File: src/hw/chg_regs_pkg.sv
// constants and carrier types for the charger buck-limit and status registers
package chg_regs_pkg;

  // register offsets on the byte-wide register port
  localparam logic [7:0] REVERSE_OUTPUT_LIMITS_OFS = 8'h09;
  localparam logic [7:0] OPTIMIZED_INPUT_LIMIT_OFS = 8'h0a;
  localparam logic [7:0] CHARGER_STATUS_FIRST_OFS = 8'h0b;
  localparam logic [7:0] CHARGER_STATUS_SECOND_OFS = 8'h0c;

  // reverse-output limit register layout and reset value
  localparam logic [7:0] REVERSE_OUTPUT_LIMITS_RST = 8'hf6;
  localparam int EXTERNAL_CURRENT_LIMIT_PIN_MSB = 7;
  localparam int EXTERNAL_CURRENT_LIMIT_PIN_LSB = 4;
  localparam int VSET_MSB = 3;
  localparam int VSET_LSB = 0;
  localparam logic [3:0] VSET_CODE_MAX = 4'ha;

  // analog scaling of the fields
  localparam logic [11:0] EXTERNAL_CURRENT_LIMIT_PIN_BASE_MA = 12'h1f4;
  localparam logic [11:0] EXTERNAL_CURRENT_LIMIT_PIN_STEP_MA = 12'h064;
  localparam logic [12:0] VSET_BASE_MV = 13'h1194;
  localparam logic [12:0] VSET_STEP_MV = 13'h0064;
  localparam logic [11:0] OPT_BASE_MA = 12'h1f4;
  localparam logic [11:0] OPT_STEP_MA = 12'h064;

  // field positions of the status bytes
  localparam int ST1_ADC_DONE = 7;
  localparam int ST1_IIN_LOOP = 6;
  localparam int ST1_VIN_LOOP = 5;
  localparam int ST1_THERMAL = 4;
  localparam int ST1_TIMER = 3;
  localparam int ST2_POWER_GOOD = 7;
  localparam int ST2_RESERVED = 3;
  localparam int ST2_MIN_SYS = 0;
  localparam logic [7:0] OPT_RESERVED_MASK = 8'he0;
  localparam logic [7:0] READ_UNMAPPED = 8'h00;

  // charge phase codes
  localparam logic [2:0] PHASE_IDLE = 3'h0;
  localparam logic [2:0] PHASE_TRICKLE = 3'h1;
  localparam logic [2:0] PHASE_PRECHARGE = 3'h2;
  localparam logic [2:0] PHASE_FAST = 3'h3;
  localparam logic [2:0] PHASE_TAPER = 3'h4;
  localparam logic [2:0] PHASE_TOPOFF = 3'h5;
  localparam logic [2:0] PHASE_DONE = 3'h6;
  localparam logic [2:0] PHASE_RESERVED = 3'h7;

  // input source type codes
  localparam logic [2:0] SRC_NONE = 3'h0;
  localparam logic [2:0] SRC_STD_HOST = 3'h1;
  localparam logic [2:0] SRC_CHG_HOST = 3'h2;
  localparam logic [2:0] SRC_DEDICATED = 3'h3;
  localparam logic [2:0] SRC_WEAK = 3'h4;
  localparam logic [2:0] SRC_UNKNOWN = 3'h5;
  localparam logic [2:0] SRC_NONSTD = 3'h6;
  localparam logic [2:0] SRC_OTG = 3'h7;

  // optimizer state codes
  localparam logic [1:0] OPT_DISABLED = 2'h0;
  localparam logic [1:0] OPT_RUNNING = 2'h1;
  localparam logic [1:0] OPT_DETECTED = 2'h2;
  localparam logic [1:0] OPT_RESERVED = 2'h3;

  // one register access from the serial-port engine
  typedef struct packed {
    logic rd;
    logic wr;
    logic [7:0] addr;
    logic [7:0] wdata;
  } reg_req_type;

  // live conditions from the charger core
  typedef struct packed {
    logic adc_done;
    logic adc_continuous;
    logic input_current_loop_status;
    logic input_voltage_loop_status;
    logic thermal_loop_status;
    logic host_timer_expired_status;
    logic [2:0] charge_phase_code;
    logic input_power_good_status;
    logic [2:0] input_source_type_code;
    logic [1:0] optimizer_state_code;
    logic min_system_regulation_status;
    logic [4:0] optimized_input_current_limit;
  } charger_live_type;

endpackage

File: src/hw/chg_regs.sv
// buck-limit control register and charger status registers
`timescale 1ns/100ps

// Function
// - The control byte's upper nibble sets the buck current limit as 0.5 A plus 100 mA per step.
// - The control byte's lower nibble sets the buck voltage as 4.5 V plus 100 mV per step.
// - A voltage code above hex A is applied as the 5.5 V setting.
// - The control byte resets to hex F6 on reset, on register reset and on watchdog expiry.
// - The optimizer result is a read-only five-bit code of 100 mA steps over 500 mA, untouched by register reset or watchdog.
// - Bits 7 to 5 of the optimizer result byte and bit 3 of the second status byte read zero.
// - The conversion-done bit reads one after a one-shot conversion and always zero in continuous mode.
// - The input current loop bit reads one while that loop regulates.
// - Bit 5 of the first status byte shows the input voltage loop.
// - Bit 4 of the first status byte shows the thermal loop.
// - Bit 3 of the first status byte shows an expired host watchdog.
// - The three-bit charge phase field carries the charger's phase code.
// - The three-bit source field carries the detected input source code.
// - The two-bit optimizer field carries the optimizer state code.
// - The lowest bit of the second status byte shows minimum-system regulation.
module chg_regs (
  input wire logic mclk,
  input wire logic rst_n,
  input wire chg_regs_pkg::reg_req_type req,
  input wire logic register_reset,
  input wire chg_regs_pkg::charger_live_type live,
  output logic [7:0] rd_data,
  output logic rd_valid,
  output logic [3:0] buck_output_current_limit,
  output logic [3:0] buck_output_voltage_setting,
  output logic [11:0] buck_current_limit_ma,
  output logic [12:0] buck_voltage_mv,
  output logic [11:0] optimized_limit_ma
);

  logic [7:0] ctrl_reg;
  logic [7:0] ctrl_next;
  logic [4:0] opt_reg;
  logic [7:0] status_first_reg;
  logic [7:0] status_second_reg;
  logic wd_prev_reg;
  logic wd_rise;
  logic sel_ctrl;
  logic sel_opt;
  logic sel_st1;
  logic sel_st2;

  // voltage code as applied; the stored code is kept for readback
  function automatic logic [3:0] clamp_vset(input logic [3:0] code);
    clamp_vset = (code > chg_regs_pkg::VSET_CODE_MAX) ?
      chg_regs_pkg::VSET_CODE_MAX : code;
  endfunction

  function automatic logic [11:0] external_current_limit_pin_ma(input logic [3:0] code);
    external_current_limit_pin_ma = chg_regs_pkg::EXTERNAL_CURRENT_LIMIT_PIN_BASE_MA +
      12'(chg_regs_pkg::EXTERNAL_CURRENT_LIMIT_PIN_STEP_MA * {8'h00, code});
  endfunction

  function automatic logic [12:0] vset_mv(input logic [3:0] code);
    vset_mv = chg_regs_pkg::VSET_BASE_MV +
      13'(chg_regs_pkg::VSET_STEP_MV * {9'h000, clamp_vset(code)});
  endfunction

  function automatic logic [11:0] opt_ma(input logic [4:0] code);
    opt_ma = chg_regs_pkg::OPT_BASE_MA +
      12'(chg_regs_pkg::OPT_STEP_MA * {7'h00, code});
  endfunction

  function automatic logic hit(input logic [7:0] ofs);
    hit = (req.addr == ofs);
  endfunction

  // assertions read these decodes, since a function body is not sampled
  always_comb begin
    sel_ctrl = hit(chg_regs_pkg::REVERSE_OUTPUT_LIMITS_OFS);
    sel_opt = hit(chg_regs_pkg::OPTIMIZED_INPUT_LIMIT_OFS);
    sel_st1 = hit(chg_regs_pkg::CHARGER_STATUS_FIRST_OFS);
    sel_st2 = hit(chg_regs_pkg::CHARGER_STATUS_SECOND_OFS);
  end

  // only the rising edge restores, so a timer left expired keeps new writes
  assign wd_rise = live.host_timer_expired_status & ~wd_prev_reg;

  always_ff @(posedge mclk) begin
    if (!rst_n) begin
      wd_prev_reg <= 1'b0;
    end else begin
      wd_prev_reg <= live.host_timer_expired_status;
    end
  end

  // reset sources win
  // a write in the same cycle as a reset event is dropped on purpose
  always_comb begin
    ctrl_next = ctrl_reg;
    if (register_reset || wd_rise) begin
      ctrl_next = chg_regs_pkg::REVERSE_OUTPUT_LIMITS_RST;
    end else if (req.wr && hit(chg_regs_pkg::REVERSE_OUTPUT_LIMITS_OFS)) begin
      ctrl_next = req.wdata;
    end
  end

  always_ff @(posedge mclk) begin
    if (!rst_n) begin
      ctrl_reg <= chg_regs_pkg::REVERSE_OUTPUT_LIMITS_RST;
    end else begin
      ctrl_reg <= ctrl_next;
    end
  end

  always_ff @(posedge mclk) begin
    if (!rst_n) begin
      buck_output_current_limit <= 4'h0;
      buck_current_limit_ma <= 12'h000;
    end else begin
      buck_output_current_limit <=
        ctrl_reg[chg_regs_pkg::EXTERNAL_CURRENT_LIMIT_PIN_MSB:chg_regs_pkg::EXTERNAL_CURRENT_LIMIT_PIN_LSB];
      buck_current_limit_ma <=
        external_current_limit_pin_ma(ctrl_reg[chg_regs_pkg::EXTERNAL_CURRENT_LIMIT_PIN_MSB:chg_regs_pkg::EXTERNAL_CURRENT_LIMIT_PIN_LSB]);
    end
  end

  always_ff @(posedge mclk) begin
    if (!rst_n) begin
      buck_output_voltage_setting <= 4'h0;
      buck_voltage_mv <= 13'h0000;
    end else begin
      buck_output_voltage_setting <=
        clamp_vset(ctrl_reg[chg_regs_pkg::VSET_MSB:chg_regs_pkg::VSET_LSB]);
      buck_voltage_mv <=
        vset_mv(ctrl_reg[chg_regs_pkg::VSET_MSB:chg_regs_pkg::VSET_LSB]);
    end
  end

  // optimizer result, only power-on reset clears it
  always_ff @(posedge mclk) begin
    if (!rst_n) begin
      opt_reg <= 5'h00;
      optimized_limit_ma <= 12'h000;
    end else begin
      opt_reg <= live.optimized_input_current_limit;
      optimized_limit_ma <= opt_ma(opt_reg);
    end
  end

  // one-cycle snapshot, so a read shows conditions two edges old
  // conversion done hidden in continuous mode
  always_ff @(posedge mclk) begin
    if (!rst_n) begin
      status_first_reg <= 8'h00;
    end else begin
      status_first_reg <= {live.adc_done & ~live.adc_continuous,
                           live.input_current_loop_status,
                           live.input_voltage_loop_status,
                           live.thermal_loop_status,
                           live.host_timer_expired_status,
                           live.charge_phase_code};
    end
  end

  always_ff @(posedge mclk) begin
    if (!rst_n) begin
      status_second_reg <= 8'h00;
    end else begin
      status_second_reg <= {live.input_power_good_status,
                            live.input_source_type_code,
                            1'b0,
                            live.optimizer_state_code,
                            live.min_system_regulation_status};
    end
  end

  // read path; writes to read-only offsets fall through unused
  always_ff @(posedge mclk) begin
    if (!rst_n) begin
      rd_data <= 8'h00;
      rd_valid <= 1'b0;
    end else begin
      rd_valid <= req.rd;
      if (!req.rd) begin
        rd_data <= rd_data;
      end else if (hit(chg_regs_pkg::REVERSE_OUTPUT_LIMITS_OFS)) begin
        rd_data <= ctrl_reg;
      end else if (hit(chg_regs_pkg::OPTIMIZED_INPUT_LIMIT_OFS)) begin
        rd_data <= {3'h0, opt_reg};
      end else if (hit(chg_regs_pkg::CHARGER_STATUS_FIRST_OFS)) begin
        rd_data <= status_first_reg;
      end else if (hit(chg_regs_pkg::CHARGER_STATUS_SECOND_OFS)) begin
        rd_data <= status_second_reg;
      end else begin
        rd_data <= chg_regs_pkg::READ_UNMAPPED;
      end
    end
  end
endmodule

File: config.mk
export PLATFORM = sky130hd
export DESIGN_NAME = chg_regs
export DESIGN_NICKNAME = d
export VERILOG_FILES = /design/src/hw/chg_regs_pkg.sv /design/src/hw/chg_regs.sv
export SDC_FILE = /design/constraint.sdc
export NUM_CORES = 1
export LEC_CHECK = 0
export BUFFER_PORTS_ARGS = -buffer_cell sky130_fd_sc_hd__buf_2
export CORE_ASPECT_RATIO = 1.1
export CORE_MARGIN = 3
export CORE_UTILIZATION = 53
export DETAILED_ROUTE_END_ITERATION = 10
export PLACE_DENSITY = 0.82
export SLEW_MARGIN = 25
export SYNTH_ARGS = -nofsm -noshare
export SYNTH_HDL_FRONTEND = slang
export SYNTH_SLANG_ARGS = --single-unit
export TNS_END_PERCENT = 10
File: constraint.sdc
create_clock -name mclk -period 2.7 [get_ports mclk]
set_clock_uncertainty 0.05 [all_clocks]
set_input_delay 0.135 -clock mclk [delete_from_list [all_inputs] [get_ports mclk]]
set_output_delay 0.135 -clock mclk [all_outputs]
set_load 0.01 [all_outputs]
[Word-level counts from Yosys, hierarchy flattened]
Index checks and enable logic that the tools add are counted.
W data, S select, Z words.
Storage, ports and cells
  bits in registers: 84
  bits in latches: 0
  bits in writable memories: 0
  ROM bits: 0
  input port bits: 42
  output and inout port bits: 54
  memories kept: 0
Operators by class
  $add $sub $neg: 3
  multiply operators: 3
  div/mod/pow operators: 0
  magnitude comparators: 1
  equal/unequal tests: 4
  shifts and indexed selects: 0
  multiplexer cells: 5
  bitwise logic cells: 5
  reduce and logical (&&, ||, !) cells: 3
Operators by type and width (number)
  $eq A8 B4 Y1 const B: 4
  $mux W8: 4
  $mul A5 B4 Y9 const A: 2
  $add A13 B11 Y13 const A: 1
  $add A9 B11 Y12 const A: 1
  $add A9 B12 Y12 const A: 1
  $mul A5 B5 Y10 const A: 1
  $gt A4 B4 Y1 const B: 1
  $mux W4: 1
  $not A1 Y1: 3
  $and A1 B1 Y1: 2
  $reduce_or A2 Y1: 1
  $logic_and A1 B1 Y1: 1
  $logic_or A1 B1 Y1: 1

[Logic depth before layout (Yosys ltp)]
  word-level depth: 5
  depth in mapped cells: 11
  depth with buffers taken out: 11

[Worst setup path after synthesis]
OpenSTA, ideal clock, no wires.
  path type: reg-to-reg
  start: register opt_reg[1]
  end: register optimized_limit_ma[11]
  setup time: 0.132 ns
  data arrival time: 2.300 ns
  path slack: 0.218 ns
  cell stages (with the launch flop): 11
  path buffers: 0
  clock period less this slack: 2.482 ns
  cells stage by stage: dfxtp_1 > ha_1 > ha_1 > ha_1 > inv_1 > fa_1 > nand2b_1 > a21oi_1 > xor2_1 > a31o_1 > a21oi_1
Between the ends
  longest elaborated chain between the ends: 2
Ends and longest elaborated chain
  from (decl): line chg_regs.sv:37  | logic [4:0] opt_reg;
  from (signal assigned): line chg_regs.sv:140  | opt_reg <= live.optimized_input_current_limit;
  $mul A5 B5 Y10: line chg_regs.sv:65  | 12'(chg_regs_pkg::OPT_STEP_MA * {7'h00, code});
  $add A9 B12 Y12: line chg_regs.sv:64  | opt_ma = chg_regs_pkg::OPT_BASE_MA +
  to (signal assigned): line chg_regs.sv:141  | optimized_limit_ma <= opt_ma(opt_reg);
  to (decl): line chg_regs.sv:32  | output logic [11:0] optimized_limit_ma
No other way between the ends.
A chain may end at the register's enable or synchronous reset.

[Worst setup path after layout]
  start: register opt_reg[2]
  end: register optimized_limit_ma[10]
Same word-level chain as after synthesis.

==> flow_summary.ini <==
[timing]
fin_hold_ws_ns = 0.00823
fmax_mhz = 385
period_needed_ns = 2.60
worst_slack_ns = 0.101
finalCritPeriodShare = 0.962
setup_viol = 0
tightest_slew_ns = 0.806
relSlewSlack = 0.459
finalHoldViolations = 0
slew_violations = 0

[critical_path]
critPathMaxFanout = 4
cp-start-kind = flip-flop
worstSetupPathType = reg -> reg
cp.arrival_ns = 2.75
worstPathRequired_ns = 2.85
worstSetupEndpointType = flip-flop

[logic_synthesis]
yosys_warnings = 0
synth_area_leaders = dfxtp_1, ha_1, and2_1
yosys.area.top_type_share = 0.410
synthCells = 386
ys_seq_elements = 76
synth_cell_types = 56
yosysMostFrequentCell = dfxtp_1
ys.flop_type = dfxtp_1
synth_edf_count = 0
synth_common_cells = dfxtp_1, ha_1, and2_1, nor2_1, a21oi_1
synth.cell_area_mm2 = 0.00371
async_flop_share = 0
yosysTopAreaCell = dfxtp_1
avgSynthCellArea_um2 = 9.62
synth_seq_area_share = 0.410

[floorplanning]
die_y_um = 93.8
die_w_um = 85.8
die_area_mm2 = 0.00805
fp-row-count = 31
core_mm2 = 0.00671
initial_core_util = 0.553
num_io_pins = 96

[finish]
drive_gt1_frac = 0.263
diodes = 0
fillerInstances = 504
largest_reg_flops = 11
fin_cells = 596
fin_nets = 588
register_area_mm2 = 0.00153
largestRegisters = buck_voltage_mv (11), buck_current_limit_ma (10), optimized_limit_ma (10)
max_flop_register = buck_voltage_mv
area_delta_synth_final_pct = 29.8
multiInputGateArea_mm2 = 0.00206

[grt]
overflow = 0
grt_pass1_wl_um = 13700
grt_pass1_vias = 3087
antenna_found_initial = 0
grt_usage = 0.215
grt_max_degree = 36

[place]
dp_hpwl_um = 5730
place_inst = 548
portBuffers = 89
dpl_worst_slack_ns = 0.0529
gp_congestion = 0.812

[cts]
htree_levels = 3
post_cts_buffers = 0
clkTransAtPathRegs_ns = 0.08
cts-root-buf = clkbuf_8
numClockSinks = 76
cts_tree = built
clock_latency_ns = 0.34
numCtsBuffers = 9
max-clock-path-buffers = 2

[run]
max_cap_viol_count = 0

[drt]
vias = 3079
finalWirelength_um = 8280
drc = 0
antenna_left = 0
wl_per_cell_um = 13.9
vias_per_cell = 5.17
drtIter0Drc = 115
firstDrtPassIters = 4

[power_and_ir_drop]
cellLeakagePower_nw = 2.24
vdd_ir_drop_max_uv = 442
powerDensity_mw_per_mm2 = 536

[hold_path]
hold_path_class = in -> reg

[status]
outcome = complete, no violations
## final cells by class
class                           instances  share of cell area
Timing Repair Buffer                  129               0.171
Sequential cell                        76               0.316
Tap cell                               82              0.0213
Inverter                               14              0.0109
Clock buffer                           12              0.0322
Multi-Input combinational cell        279               0.428
Clock inverter                          4              0.0197
## worst paths after layout
check | startpoint | end | slack [ns] | cells past startpoint
setup reg to reg | opt_reg[2]$_SDFF_PN0_ | optimized_limit_ma[10]$_SDFF_PN0_ | 0.10 | 10
setup / recovery | opt_reg[2]$_SDFF_PN0_ | optimized_limit_ma[10]$_SDFF_PN0_ | 0.10 | 10
hold reg to reg | rd_data[5]$_SDFFE_PN0P_ | rd_data[5]$_SDFFE_PN0P_ | 0.42 | 2
hold / removal | register_reset | ctrl_reg[7]$_SDFFE_PP1P_ | 0.008 | 3
## report_power, final
| part | switching [mW] | internal [mW] |
|---|---|---|
| Clock | 0.407 | 0.664 |
| Combinational | 0.168 | 0.157 |
| Sequential | 0.0159 | 1.17 |
| Total | 0.591 | 1.99 |
## cell families after synthesis
group,Yosys count,share of synthesized area
adders and majority gates,37,0.131
DFF,76,0.410
and+or+nand+nor,147,0.227
other,1,0.00101
xor gates and xnor gates,24,0.0637
muxes,4,0.0121
AOI/OAI and AO/OA,61,0.109
buffers and inverters,36,0.0472
## cell usage in the layout (no fill, tap or decap), types with 3 or more instances in the layout
master         count
clkbuf_8          11
dfxtp_2            3
inv_1             13
dlygate4sd3_1     32
nor3_1             6
mux2i_1            3
bufinv_16          3
and2_1            32
and3_1             5
nand2b_1          17
conb_1             6
xnor2_1           13
o21ai_1            4
ha_1              33
o21ai_0            9
nand3_1           18
dfxtp_1           73
o2111ai_1          4
a21oi_1           21
xor2_1             7
xor2_2             3
nor2_1            28
buf_2             89
o21a_1             3
o22a_1             4
buf_4              8
nand2_1           20
## metrics by stage
stage                util  power [mW]  TNS, ns  instance area [um^2]
finish              0.718        2.58        0                  4820
global route        0.718        2.69  -0.0638                  4820
CTS                 0.714        2.59        0                  4790
detailed placement  0.629        1.50        0                  4220
global placement    0.629        1.49        0                  4220
floorplan               -        1.40        0                  3730
## metal layers
layer	track usage	vias up	wire [um]
met5	0	-	0
met2	0.395	103	4330
met3	0.0430	12	462
li1	-	1535	-
met1	0.237	1429	3330
met4	0.0937	0	157
## critical path: stages, from the launching register on
cell      delay [ns]
dfxtp_1         0.41
inv_1           0.07
ha_1            0.27
inv_1           0.04
ha_1            0.31
inv_1           0.09
fa_2            0.46
and3b_1         0.23
a211oi_1        0.31
xnor2_1         0.16
nor2_1          0.06
## timing repair
item | 4_1_cts | 5_1_grt
setup endpoints to repair | 0 | 6
hold buffers | 32 | 0
resized for setup | 0 | 9
hold endpoints to repair | 27 | 0
Note: power is estimated with default switching activity, not from simulation.
